**config.mk**
```make
export PLATFORM = sky130hd
export DESIGN_NAME = qaw_watchdog
export DESIGN_NICKNAME = d
export VERILOG_FILES = /design/src/rtl/qaw_pkg.sv /design/src/rtl/qaw_watchdog.sv
export VERILOG_INCLUDE_DIRS = /design/src /design/src/rtl
export SDC_FILE = /design/constraint.sdc
export NUM_CORES = 1
export LEC_CHECK = 0
export BUFFER_PORTS_ARGS = -buffer_cell sky130_fd_sc_hd__buf_4
export CORE_MARGIN = 1.5
export CORE_UTILIZATION = 23
export DETAILED_ROUTE_END_ITERATION = 8
export GPL_TIMING_DRIVEN = 0
export HOLD_SLACK_MARGIN = 0.12
export PLACE_DENSITY_LB_ADDON = 0.12
export SLEW_MARGIN = 5
export SYNTH_ARGS = -nofsm -noshare
export SYNTH_HDL_FRONTEND = slang
export SYNTH_SLANG_ARGS = --single-unit
```
**constraint.sdc**
```tcl
create_clock -name ref_clk -period 4.55 [get_ports ref_clk]
set_clock_uncertainty 0.15 [all_clocks]
set_input_delay 0.2275 -clock ref_clk [delete_from_list [all_inputs] [get_ports ref_clk]]
set_output_delay 0.2275 -clock ref_clk [all_outputs]
set_load 0.1 [all_outputs]
```
**src/rtl/qaw_regs.svh**
```systemverilog
// Register offsets, field positions, reset values and timing counts of the Q&A watchdog
// Assumes AXI4-Lite with 32-bit data, one aligned word per register
`ifndef QAW_REGS_SVH
`define QAW_REGS_SVH

// ----------------------------------------------------------------------
// Register byte addresses
// ----------------------------------------------------------------------
`define QAW_QUESTION_LOW_OFS   8'h00
`define QAW_QUESTION_HIGH_OFS  8'h04
`define QAW_RESPONSE_DELAY_OFS 8'h08
`define QAW_ANSWER_BYTE_OFS    8'h0c
`define QAW_CONTROL_OFS        8'h10
`define QAW_STATUS_OFS         8'h14

// ----------------------------------------------------------------------
// Field positions and reset values
// ----------------------------------------------------------------------
`define QAW_CTRL_RST_EN_BIT    0
`define QAW_CTRL_SOFT_RST_BIT  1
`define QAW_CTRL_AFTERRUN_BIT  2
`define QAW_QHI_RESP_ERR_BIT   0
`define QAW_QHI_CHRT_BIT       1
`define QAW_QHI_WRESP_BIT      2
`define QAW_RESP_DELAY_RST     8'h3f
`define QAW_EC_RST             3'h6
`define QAW_EC_ACTIVE_MIN      3'h5
`define QAW_CNT_MAX            3'h7

// ----------------------------------------------------------------------
// Timing, in watchdog oscillator periods
// ----------------------------------------------------------------------
`define QAW_BASE_PERIODS       101
`define QAW_WINDOW_MULT        8

`endif

```
**src/rtl/qaw_pkg.sv**
```systemverilog
// Types of the Q&A watchdog
// Assumes qaw_regs.svh for register, field and timing constants; the phase encodings are literals here
package qaw_pkg;

	typedef enum logic [1:0] {
		QAW_WAIT   = 2'b00,
		QAW_WINDOW = 2'b01
	} qaw_phase_t;

	typedef struct packed {
		logic        watchdog_fault_pin_o;
		logic        watchdog_fault_pin_oe_n;
		logic        afterrun_abort;
		logic        afterrun_shutdown;
		logic        monitor_reset_request;
	} qaw_out_t;

endpackage

```
**src/rtl/qaw_watchdog.sv**
```systemverilog
// Question-and-answer watchdog with AXI4-Lite register slave
// Assumes watchdog_osc is an asynchronous oscillator pin, sampled by ref_clk
//
// Contract
// - Question readable, host reads before answering
// - Cycle starts on answer or delay write
// - Correct timely answer decrements error counter
// - Wrong, late or zero-delay answer increments
// - Only last byte timing is judged
// - Same question repeats until answered right
// - Result and next question readable afterward
// - Error counter 3 bits, resets to 6
// - Counter above 4 drives fault pin low
// - Abort counter clears when counter below 5
// - Abort counter counts overflow or soft reset
// - Abort set at 7 plus overflow or soft reset
// - Abort in after-run shuts supplies down
// - Question counter advances only on success
// - Chain steps on counter wrap after success
// - Delay write or expiry keeps question
// - Undervoltage reset zeroes counter and chain
// - Feedback top-stage XOR plus zero escape
// - Question bits mix chain and counter bits
// - Reset disabled keeps request and counter idle
// - Overflow requests reset when counter under 7
// - Reset counter counts enabled overflows, saturates
// - Wait 1+101*delay, window 8*101 periods
// - Delay resets 3f, change bumps counter
// - Byte counter from 11 picks expected byte
`timescale 1ns/1ps
`include "qaw_regs.svh"

module qaw_watchdog #(
	parameter int WAIT_BASE  = `QAW_BASE_PERIODS,
	parameter int WINDOW_LEN = `QAW_WINDOW_MULT * `QAW_BASE_PERIODS
) (
	// Clock and reset
	input  wire logic            ref_clk,
	input  wire logic            srst,
	// Watchdog oscillator pin
	input  wire logic            watchdog_osc,
	// AXI4-Lite slave
	input  wire logic [7:0]      s_axi_awaddr,
	input  wire logic            s_axi_awvalid,
	output logic                 s_axi_awready,
	input  wire logic [31:0]     s_axi_wdata,
	input  wire logic [3:0]      s_axi_wstrb,
	input  wire logic            s_axi_wvalid,
	output logic                 s_axi_wready,
	output logic [1:0]           s_axi_bresp,
	output logic                 s_axi_bvalid,
	input  wire logic            s_axi_bready,
	input  wire logic [7:0]      s_axi_araddr,
	input  wire logic            s_axi_arvalid,
	output logic                 s_axi_arready,
	output logic [31:0]          s_axi_rdata,
	output logic [1:0]           s_axi_rresp,
	output logic                 s_axi_rvalid,
	input  wire logic            s_axi_rready,
	// Watchdog outputs
	output qaw_pkg::qaw_out_t    wd_out
);
	import qaw_pkg::*;

	// ------------------------------------------------------------------
	// Functions
	// ------------------------------------------------------------------
	function automatic logic [7:0] expected_answer(input logic [3:0] q, input logic [1:0] c);
		expected_answer = {q[2] ^ c[0], q[0] ^ c[0], q[3] ^ c[0], q[1] ^ c[0],
			q[2] ^ q[0] ^ q[3] ^ c[1], q[0] ^ q[3] ^ q[1] ^ c[1],
			q[2] ^ q[0] ^ q[1] ^ c[1], c[1] ^ q[3] ^ q[0]};
	endfunction

	function automatic logic [2:0] sat_inc(input logic [2:0] v);
		sat_inc = (v == `QAW_CNT_MAX) ? v : v + 3'h1;
	endfunction

	// ------------------------------------------------------------------
	// Oscillator synchroniser and tick
	// ------------------------------------------------------------------
	logic [2:0] osc_sync_r;
	logic       osc_tick;

	always_ff @(posedge ref_clk) begin
		if (srst) begin
			osc_sync_r <= 3'h0;
		end else begin
			osc_sync_r <= {osc_sync_r[1:0], watchdog_osc};
		end
	end
	assign osc_tick = osc_sync_r[1] & ~osc_sync_r[2];

	// ------------------------------------------------------------------
	// AXI4-Lite write path
	// ------------------------------------------------------------------
	logic        aw_held_r;
	logic        w_held_r;
	logic [7:0]  awaddr_r;
	logic [31:0] wdata_r;
	logic [3:0]  wstrb_r;
	logic        wr_go;

	assign wr_go = aw_held_r & w_held_r & ~s_axi_bvalid;

	always_ff @(posedge ref_clk) begin
		if (srst) begin
			aw_held_r     <= 1'b0;
			w_held_r      <= 1'b0;
			awaddr_r      <= 8'h00;
			wdata_r       <= 32'h0;
			wstrb_r       <= 4'h0;
			s_axi_awready <= 1'b0;
			s_axi_wready  <= 1'b0;
			s_axi_bvalid  <= 1'b0;
			s_axi_bresp   <= 2'h0;
		end else begin
			s_axi_awready <= ~aw_held_r & ~s_axi_awready & ~s_axi_bvalid;
			s_axi_wready  <= ~w_held_r & ~s_axi_wready & ~s_axi_bvalid;
			if (s_axi_awvalid & s_axi_awready) begin
				aw_held_r <= 1'b1;
				awaddr_r  <= s_axi_awaddr;
			end
			if (s_axi_wvalid & s_axi_wready) begin
				w_held_r <= 1'b1;
				wdata_r  <= s_axi_wdata;
				wstrb_r  <= s_axi_wstrb;
			end
			if (wr_go) begin
				aw_held_r    <= 1'b0;
				w_held_r     <= 1'b0;
				s_axi_bvalid <= 1'b1;
				s_axi_bresp  <= (awaddr_r > `QAW_STATUS_OFS || awaddr_r[1:0] != 2'h0) ?
					2'h2 : 2'h0;
			end else if (s_axi_bready) begin
				s_axi_bvalid <= 1'b0;
			end
		end
	end

	logic wr_delay;
	logic wr_answer;
	logic wr_ctrl;

	assign wr_delay  = wr_go & (awaddr_r == `QAW_RESPONSE_DELAY_OFS) & wstrb_r[0];
	assign wr_answer = wr_go & (awaddr_r == `QAW_ANSWER_BYTE_OFS) & wstrb_r[0];
	assign wr_ctrl   = wr_go & (awaddr_r == `QAW_CONTROL_OFS) & wstrb_r[0];

	// ------------------------------------------------------------------
	// Control register
	// ------------------------------------------------------------------
	logic monitor_reset_enable_r;
	logic afterrun_r;
	logic soft_rst;

	always_ff @(posedge ref_clk) begin
		if (srst) begin
			monitor_reset_enable_r <= 1'b0;
			afterrun_r             <= 1'b0;
		end else if (wr_ctrl) begin
			monitor_reset_enable_r <= wdata_r[`QAW_CTRL_RST_EN_BIT];
			afterrun_r             <= wdata_r[`QAW_CTRL_AFTERRUN_BIT];
		end
	end
	assign soft_rst = wr_ctrl & wdata_r[`QAW_CTRL_SOFT_RST_BIT];

	// ------------------------------------------------------------------
	// Monitoring cycle timer
	// ------------------------------------------------------------------
	qaw_phase_t  phase_r;
	logic [15:0] tmr_r;
	logic [7:0]  response_delay_r;
	logic [15:0] wait_len;
	logic        window_end;
	logic        last_byte;
	logic        seq_start;
	logic        seq_from_answer;

	assign wait_len   = 16'(1 + WAIT_BASE * int'(response_delay_r));
	assign window_end = osc_tick & (phase_r == QAW_WINDOW) &
		(tmr_r == 16'(WINDOW_LEN - 1));
	assign seq_start  = last_byte | wr_delay | window_end;

	always_ff @(posedge ref_clk) begin
		if (srst) begin
			phase_r <= QAW_WAIT;
			tmr_r   <= 16'h0;
		end else if (seq_start) begin
			phase_r <= QAW_WAIT;
			tmr_r   <= 16'h0;
		end else if (osc_tick) begin
			case (phase_r)
				QAW_WAIT: begin
					if (tmr_r >= wait_len - 16'h1) begin
						phase_r <= QAW_WINDOW;
						tmr_r   <= 16'h0;
					end else begin
						tmr_r <= tmr_r + 16'h1;
					end
				end
				QAW_WINDOW: begin
					tmr_r <= tmr_r + 16'h1;
				end
				default: begin
					phase_r <= QAW_WAIT;
					tmr_r   <= 16'h0;
				end
			endcase
		end
	end

	always_ff @(posedge ref_clk) begin
		if (srst) begin
			response_delay_r <= `QAW_RESP_DELAY_RST;
		end else if (wr_delay) begin
			response_delay_r <= wdata_r[7:0];
		end
	end

	// ------------------------------------------------------------------
	// Question generation
	// ------------------------------------------------------------------
	logic [3:0] qcnt_r;
	logic [3:0] chain_r;
	logic [3:0] question_value;
	logic       chain_fb;
	logic       success;

	assign question_value = {chain_r[2] ^ qcnt_r[2], chain_r[0] ^ qcnt_r[0],
		chain_r[3] ^ qcnt_r[3], chain_r[1] ^ qcnt_r[1]};
	assign chain_fb = (chain_r[3] ^ chain_r[2]) | (chain_r == 4'h0);

	always_ff @(posedge ref_clk) begin
		if (srst) begin
			qcnt_r  <= 4'h0;
			chain_r <= 4'h0;
		end else if (last_byte & success) begin
			qcnt_r <= qcnt_r + 4'h1;
			if (qcnt_r == 4'hf) begin
				chain_r <= {chain_r[2:0], chain_fb};
			end
		end
	end

	// ------------------------------------------------------------------
	// Answer comparison
	// ------------------------------------------------------------------
	logic [1:0] byte_cnt_r;
	logic       resp_err_r;
	logic       byte_bad;
	logic       in_window;

	assign byte_bad  = wdata_r[7:0] != expected_answer(question_value, byte_cnt_r);
	assign last_byte = wr_answer & (byte_cnt_r == 2'h0);
	assign in_window = phase_r == QAW_WINDOW;
	assign success   = ~(resp_err_r | byte_bad) & in_window &
		(response_delay_r != 8'h0);
	assign seq_from_answer = last_byte;

	always_ff @(posedge ref_clk) begin
		if (srst) begin
			byte_cnt_r <= 2'h3;
			resp_err_r <= 1'b0;
		end else if (seq_start) begin
			byte_cnt_r <= 2'h3;
			resp_err_r <= 1'b0;
		end else if (wr_answer) begin
			byte_cnt_r <= byte_cnt_r - 2'h1;
			resp_err_r <= resp_err_r | byte_bad;
		end
	end

	// ------------------------------------------------------------------
	// Error, abort and reset counters
	// ------------------------------------------------------------------
	logic [2:0] error_counter_r;
	logic [2:0] abort_counter_r;
	logic [2:0] reset_counter_r;
	logic       afterrun_abort_r;
	logic       ec_inc;
	logic       ec_dec;
	logic       overflow;
	logic       active_int;

	assign ec_dec   = seq_from_answer & success;
	assign ec_inc   = seq_start & ~ec_dec;
	assign overflow = ec_inc & (error_counter_r == `QAW_CNT_MAX);
	assign active_int = error_counter_r >= `QAW_EC_ACTIVE_MIN;

	always_ff @(posedge ref_clk) begin
		if (srst) begin
			error_counter_r <= `QAW_EC_RST;
		end else if (overflow) begin
			error_counter_r <= `QAW_EC_RST;
		end else if (ec_inc) begin
			error_counter_r <= error_counter_r + 3'h1;
		end else if (ec_dec && error_counter_r != 3'h0) begin
			error_counter_r <= error_counter_r - 3'h1;
		end
	end

	always_ff @(posedge ref_clk) begin
		if (srst) begin
			abort_counter_r  <= 3'h0;
			afterrun_abort_r <= 1'b0;
		end else if (!active_int) begin
			abort_counter_r  <= 3'h0;
			afterrun_abort_r <= 1'b0;
		end else if (overflow | soft_rst) begin
			abort_counter_r <= sat_inc(abort_counter_r);
			if (abort_counter_r == `QAW_CNT_MAX) begin
				afterrun_abort_r <= 1'b1;
			end
		end
	end

	always_ff @(posedge ref_clk) begin
		if (srst) begin
			reset_counter_r <= 3'h0;
		end else if (overflow & monitor_reset_enable_r) begin
			reset_counter_r <= sat_inc(reset_counter_r);
		end
	end

	// ------------------------------------------------------------------
	// Status flags and outputs
	// ------------------------------------------------------------------
	logic chrt_r;
	logic wresp_r;
	logic last_err_r;
	logic rd_qhi;

	assign rd_qhi = s_axi_arvalid & s_axi_arready & (s_axi_araddr == `QAW_QUESTION_HIGH_OFS);

	always_ff @(posedge ref_clk) begin
		if (srst) begin
			chrt_r     <= 1'b0;
			wresp_r    <= 1'b0;
			last_err_r <= 1'b0;
		end else begin
			if (wr_delay) begin
				chrt_r <= 1'b1;
			end else if (rd_qhi | last_byte | window_end) begin
				chrt_r <= 1'b0;
			end
			if (last_byte) begin
				wresp_r    <= 1'b1;
				last_err_r <= ~success;
			end else if (rd_qhi) begin
				wresp_r <= 1'b0;
			end
		end
	end

	always_ff @(posedge ref_clk) begin
		if (srst) begin
			wd_out <= '{1'b0, 1'b0, 1'b0, 1'b0, 1'b0};
		end else begin
			wd_out.watchdog_fault_pin_o    <= 1'b0;
			wd_out.watchdog_fault_pin_oe_n <= ~active_int;
			wd_out.afterrun_abort          <= afterrun_abort_r;
			wd_out.afterrun_shutdown       <= afterrun_abort_r & afterrun_r;
			wd_out.monitor_reset_request   <= overflow & monitor_reset_enable_r &
				(reset_counter_r != `QAW_CNT_MAX);
		end
	end

	// ------------------------------------------------------------------
	// AXI4-Lite read path
	// ------------------------------------------------------------------
	logic [31:0] rd_mux;

	always_comb begin
		rd_mux = 32'h0;
		case (s_axi_araddr)
			`QAW_QUESTION_LOW_OFS:   rd_mux = {28'h0, question_value};
			`QAW_QUESTION_HIGH_OFS:  rd_mux = {29'h0, wresp_r, chrt_r, last_err_r};
			`QAW_RESPONSE_DELAY_OFS: rd_mux = {24'h0, response_delay_r};
			`QAW_CONTROL_OFS:        rd_mux = {29'h0, afterrun_r, 1'b0, monitor_reset_enable_r};
			`QAW_STATUS_OFS:         rd_mux = {20'h0, 1'b0, reset_counter_r, 1'b0,
				abort_counter_r, afterrun_abort_r, error_counter_r};
			default:                 rd_mux = 32'h0;
		endcase
	end

	always_ff @(posedge ref_clk) begin
		if (srst) begin
			s_axi_arready <= 1'b0;
			s_axi_rvalid  <= 1'b0;
			s_axi_rdata   <= 32'h0;
			s_axi_rresp   <= 2'h0;
		end else begin
			s_axi_arready <= ~s_axi_arready & ~s_axi_rvalid & s_axi_arvalid;
			if (s_axi_arvalid & s_axi_arready) begin
				s_axi_rvalid <= 1'b1;
				s_axi_rdata  <= rd_mux;
				s_axi_rresp  <= (s_axi_araddr > `QAW_STATUS_OFS ||
					s_axi_araddr[1:0] != 2'h0) ? 2'h2 : 2'h0;
			end else if (s_axi_rready) begin
				s_axi_rvalid <= 1'b0;
			end
		end
	end

	// ------------------------------------------------------------------
	// Checks
	// ------------------------------------------------------------------
	ec_reset_six_a: assert property (@(posedge ref_clk) disable iff (srst)
		overflow |=> error_counter_r == 3'h6) else $error("error counter not 6");
	pin_active_a: assert property (@(posedge ref_clk) disable iff (srst)
		active_int |=> !wd_out.watchdog_fault_pin_oe_n) else $error("pin idle");
	abort_clear_a: assert property (@(posedge ref_clk) disable iff (srst)
		!active_int |=> abort_counter_r == 3'h0 && !afterrun_abort_r)
		else $error("abort not cleared");
	abort_count_a: assert property (@(posedge ref_clk) disable iff (srst)
		active_int && soft_rst && abort_counter_r < 3'h7 |=>
		abort_counter_r == $past(abort_counter_r) + 3'h1) else $error("abort count");
	qcnt_hold_a: assert property (@(posedge ref_clk) disable iff (srst)
		(wr_delay || window_end) && !last_byte |=> $stable(qcnt_r))
		else $error("question moved");
	rst_disabled_a: assert property (@(posedge ref_clk) disable iff (srst)
		!monitor_reset_enable_r |=> !wd_out.monitor_reset_request)
		else $error("reset while disabled");
	rst_sat_a: assert property (@(posedge ref_clk) disable iff (srst)
		overflow && reset_counter_r == 3'h7 |=> !wd_out.monitor_reset_request)
		else $error("reset at 7");
	zero_delay_a: assert property (@(posedge ref_clk) disable iff (srst)
		last_byte && response_delay_r == 8'h0 && error_counter_r < 3'h7 |=>
		error_counter_r == $past(error_counter_r) + 3'h1) else $error("zero delay");
endmodule

```
Word level (Yosys, flattened, before mapping)
Index checks and enable logic that the tools add are counted.
{"block": "totals", "rom_bits": 0, "n_memories": 0, "regBits": 120, "in_bits": 60, "latchBits": 0, "wordCells": 179, "mem_bits_rw": 0}
{"block": "op_classes", "div_mod_pow": 0, "reduce_logical": 25, "shift": 0, "order_cmp": 4, "addsub": 9, "muxes": 17, "mul": 1, "bitwise_logic": 72, "eq_ne": 16}
{"op": "$pmux W11 S5", "n": 1}
{"op": "$pmux W16 S2", "n": 1}
{"op": "$and A1 B1 Y1", "n": 31}
{"op": "$eq A8 B4 Y1 const B", "n": 3}
{"op": "$eq A8 B5 Y1 const B", "n": 3}
{"op": "$xor A1 B1 Y1", "n": 19}
{"op": "$add A1 B15 Y16 const A", "n": 1}
{"op": "$add A16 B1 Y16 const B", "n": 1}
{"op": "$eq A16 B10 Y1 const B", "n": 1}
{"op": "$ge A16 B16 Y1", "n": 1}
{"op": "$gt A8 B5 Y1 const B", "n": 2}
{"op": "$mux W16", "n": 1}
{"op": "$sub A16 B1 Y16 const B", "n": 1}
{"op": "$mul A7 B8 Y15 const A", "n": 1}
{"op": "$not A1 Y1", "n": 15}
{"op": "$reduce_bool A2 Y1", "n": 7}
{"op": "$add A3 B1 Y3 const B", "n": 3}
{"op": "$eq A3 B3 Y1 const B", "n": 3}
{"op": "$eq A8 B3 Y1 const B", "n": 1}
{"op": "$logic_not A8 Y1", "n": 1}
{"op": "$mux W1", "n": 8}
{"op": "$ne A8 B8 Y1", "n": 1}
{"op": "$reduce_and A2 Y1", "n": 4}
{"op": "$reduce_bool A8 Y1", "n": 1}
{"op": "other kinds (19)", "n": 33}

Longest topological paths before layout
{"block": "logic_depth", "depth_word": 15, "depth_mapped": 22}

Worst setup path before layout
No wires, ideal clock.
{"block": "synth_timing", "path_kind": "reg2reg", "start": "reg response_delay_r[2]", "end": "reg tmr_r[11]", "setup_ns": 0.064, "path_slack_ns": -0.447, "arrival_ns": 4.783, "stages_incl_launch_ff": 23, "path_buffers": 1, "path_cell_list": "dfxtp_1 -> inv_1 -> ha_1 -> inv_1 -> fa_1 -> inv_1 -> ha_1 -> ha_1 -> ha_1 -> a21o_1 -> a31o_2 -> a41o_1 -> nor4_1 -> nor3_1 -> xnor2_1 -> ha_1 -> nor2b_1 -> a2111oi_0 -> nor2_1 -> a211oi_1 -> o31ai_1 -> buf_4 -> nor2_1"}
{"block": "synth_via", "elab_chain_cells": 6}
{"item": "start: declaration", "line": "qaw_watchdog.sv:171", "source": "logic [7:0] response_delay_r;"}
{"item": "start signal: assignment", "line": "qaw_watchdog.sv:213", "source": "response_delay_r <= `QAW_RESP_DELAY_RST;"}
{"item": "start signal: assignment", "line": "qaw_watchdog.sv:215", "source": "response_delay_r <= wdata_r[7:0];"}
{"item": "$mul A7 B8 Y15", "line": "qaw_watchdog.sv:178", "source": "assign wait_len = 16'(1 + WAIT_BASE * int'(response_delay_r));"}
{"item": "$add A1 B15 Y16", "line": "qaw_watchdog.sv:178"}
{"item": "$sub A16 B1 Y16", "line": "qaw_watchdog.sv:193", "source": "if (tmr_r >= wait_len - 16'h1) begin"}
{"item": "$ge A16 B16 Y1", "line": "qaw_watchdog.sv:193"}
{"item": "$mux W16", "line": "qaw_watchdog.sv:193"}
{"item": "$pmux W16 S2", "line": "qaw_watchdog.sv:191", "source": "case (phase_r)"}
{"item": "end signal: assignment", "line": "qaw_watchdog.sv:197", "source": "tmr_r <= tmr_r + 16'h1;"}
{"item": "end signal: assignment", "line": "qaw_watchdog.sv:201", "source": "tmr_r <= tmr_r + 16'h1;"}
{"item": "end: declaration", "line": "qaw_watchdog.sv:170", "source": "logic [15:0] tmr_r;"}
No other way between the ends.
A chain may end at the register's enable or synchronous reset.

Worst setup path in the final report
{"block": "layout_timing", "start": "reg response_delay_r[1]", "end": "reg tmr_r[0]"}
Same word-level chain as after synthesis.

==> reports/results.tsv <==
metric	value	unit
status	finished with violations	
violations	negative setup slack	
drtAntennaViolNets	0	
finalHoldViolCount	0	
dp.cells	1087	
place_congestion	0.781	
io-pin-count	106	
first_global_vias	4727	
insertion_delay	0.36	ns
grt_pass1_wl	26000	µm
cp.arrival	4.96	ns
drtPass1Iterations	4	
routed_wl	16400	µm
cts_buffers	9	
layout-drive-gt1-share	21.6	%
synth_area_per_cell	8.68	µm²
cp_max_fo	7	
syn_area	5930	µm²
pwr-share-comb	14.1	%
synth_cell_types	65	
fin_crit_sh	106	%
start_util	23.5	%
final_cells	1144	
p_clk_share	41.0	%
wl_per_cell	14.3	µm
row_count	58	
synth_flop_cell	dfxtp_1	
vias_per_cell	4.36	
synthCells	683	
final.min_clock_period	4.81	ns
grt_usage	12.6	%
switching_share	30.5	%
path_class	reg2reg	
ys_seq_area_share	32.1	%
die_w	164	µm
power.density	245	nW/µm²
tightest_slew	1.06	ns
num_vias	4990	
ir_drop	0.150	mV
cts.sinks	95	
clk_pin_slew	0.08	ns
antenna_found_initial	0	
drc_errors	0	
area_growth	31.3	%
fmax	208	MHz
hold_slack	0.137	ns
max_cap_viol_count	0	
cts_tree	yes	
synth_edf_count	0	
io_buffers	51	
cts_buffer_depth	2	
die_h	164	µm
worst_setup_path_start_kind	register	
hold_path.class	in2reg	
cp_data_required_time	4.69	ns
drt-initial-drc-count	153	
final_max_slew_viol_count	0	
grtUsageMet3	2.49	%
n_antenna_cell	0	
ys_warn_count	0	
gr-total-overflow	0	
intPower	1320	µW
clock_tree.root_cell	clkbuf_16	
gr-usage-met1	17.1	%
dpl.hpwl	12500	µm
top_usage_layer	met2	
die_area	26700	µm²
setup_viol	17	
leakage	0.00326	µW
nets	948	
crit_path_end_kind	register	
tns	-3.85	ns
seqPwrFrac	45.0	%
grtUsageMet2	20.5	%
ys_ff_latch	95	
fillers	2715	
dpl_worst_slack	-0.945	ns
max_slew_margin	28.4	%
coreArea	25300	µm²
switchingPower	581	µW
rsz0062_at_grt	true	
async_reset_ff_share	0	%
utilization	30.8	%
grt_start_max_net_pins	19	
final.setup.worst_slack	-0.262	ns
htree_levels	3	
## flip-flops by register name, summed over array words and instances, names as in the netlist, 2 cells and up
register          flops
chain_r               4
byte_cnt_r            2
s_axi_rdata          11
reset_counter_r       3
error_counter_r       3
response_delay_r      8
wdata_r               8
wd_out                4
awaddr_r              8
qcnt_r                4
osc_sync_r            3
tmr_r                16
abort_counter_r       3
## critical path: stages, from the launching register on
cell	delay (ns)
dfxtp_4	0.37
ha_4	0.26
inv_2	0.03
fa_1	0.49
inv_2	0.05
ha_4	0.26
fa_2	0.44
ha_4	0.17
a21o_1	0.16
a31o_4	0.20
a41o_1	0.20
nor2_1	0.13
xor2_1	0.21
ha_1	0.26
o21a_1	0.17
o21a_1	0.17
o21ai_2	0.18
nor2_2	0.07
a211oi_4	0.36
o31ai_4	0.18
buf_4	0.18
a21oi_2	0.08
## cell type report
class / instances / area, µm² / share of cell area (%)
plain buffers: 45 / 278 / 3.57
clock buffers: 10 / 239 / 3.07
clock inverters: 6 / 62.6 / 0.804
inverters: 39 / 146 / 1.88
multi-input cells: 527 / 3950 / 50.8
flip-flops and latches: 95 / 1930 / 24.8
well taps: 330 / 413 / 5.31
repair buffers: 92 / 759 / 9.77
## cell usage after synthesis, types with 3 or more instances
cell type  instances  area (µm²)
xor2_1            16         140
a31oi_1            3        18.8
clkbuf_1          17        63.8
o21ai_0           13        65.1
o21a_1             5        37.5
nand2_1           71         267
a31o_2             3        26.3
mux2_2             3        33.8
fa_1               6         120
nand3_1           24         120
xnor2_1           25         219
a22o_1             3        26.3
nor4_1             9        56.3
mux2i_1           12         120
ha_1              73         913
a22oi_1            5        37.5
and2_1             5        31.3
nor2b_1            9        56.3
a21o_1             6        45.0
nor3_1            16        80.1
nand4_1            9        56.3
a211o_1            6        52.6
a211oi_1           8        60.1
and3_1             4        25.0
a21oi_1           41         205
nor4b_1            5        43.8
inv_1             38         143
nand2b_1           9        56.3
dfxtp_1           95        1900
buf_4             26         195
nor2_1            73         274
## cell usage in the layout, fill, tap and decap left out, types with 5 or more instances in the layout
| cell | instances |
|---|---|
| a211oi_1 | 7 |
| nor2b_1 | 8 |
| inv_2 | 7 |
| nand2_1 | 71 |
| nand3_1 | 24 |
| xor2_1 | 16 |
| nand4_1 | 9 |
| a22oi_1 | 5 |
| o21ai_0 | 10 |
| nor4b_1 | 5 |
| o21a_1 | 5 |
| nand2b_1 | 8 |
| nor2_1 | 62 |
| clkbuf_1 | 17 |
| dfxtp_1 | 87 |
| nor3_1 | 16 |
| mux2i_1 | 12 |
| clkbuf_16 | 9 |
| a21o_1 | 6 |
| dlygate4sd3_1 | 26 |
| inv_1 | 31 |
| nor2_2 | 12 |
| ha_1 | 64 |
| xnor2_1 | 25 |
| a21oi_1 | 39 |
| a211o_1 | 6 |
| fa_1 | 5 |
| and2_1 | 5 |
| dfxtp_4 | 6 |
| nor4_1 | 8 |
| conb_1 | 24 |
| ha_4 | 9 |
| buf_4 | 90 |
## final timing paths
kind	start	end	slack, ns	cells past startpoint
hold / removal	s_axi_awvalid	awaddr_r[1]$_SDFFE_PP0P_	0.14	3
setup / recovery	response_delay_r[1]$_SDFFE_PP1P_	tmr_r[0]$_SDFFE_PP0P_	-0.26	21
setup reg to reg	response_delay_r[1]$_SDFFE_PP1P_	tmr_r[0]$_SDFFE_PP0P_	-0.26	21
hold reg to reg	osc_sync_r[0]$_SDFF_PP0_	osc_sync_r[1]$_SDFF_PP0_	0.30	1
## per-layer routing
layer  wire length [µm]  part of all wire [%]
met3                478                   2.9
met5                  0                     0
met1               8270                    51
met2               7480                    46
met4                132                  0.81
## logic make-up after synthesis
logic type               after synthesis  synth area share [%]
AO/OA/AOI/OAI                        115                  13.0
XOR/XNOR                              43                  6.82
adder cells (fa/ha/maj)               79                  17.4
buffers and inverters                 84                  7.09
flip-flops                            95                  32.1
multiplexers                          15                  2.60
other                                  1                0.0633
AND/OR/NAND/NOR                      251                  20.9
## through the flow
step                      total power (µW)  instance area, µm²
after detailed placement              1130                6900
after floorplan                       1070                6100
final                                 1900                7780
after CTS                             1930                7660
after global placement                1130                6900
after global routing                  1980                7780
## power groups by stage
| stage | Combinational, µW | Clock [µW] | Sequential [µW] |
|---|---|---|---|
| finish | 268 | 780 | 856 |
| global route | 285 | 834 | 859 |
| CTS | 268 | 807 | 857 |
| detailed placement | 248 | 0 | 879 |
| global placement | 248 | 0 | 879 |
| floorplan | 162 | 0 | 909 |
## timing repair
| action | 4_1_cts | 5_1_grt |
|---|---|---|
| endpoints found under the setup margin | 17 | 17 |
| buffers inserted | 13 | 2 |
| resized for setup | 28 | 28 |
| hold endpoints to repair | 28 | 0 |
| pin swaps | 14 | 15 |
| hold buffers | 26 | 0 |
| cloned | 1 | 0 |
Power figures use the tool's default switching activity.
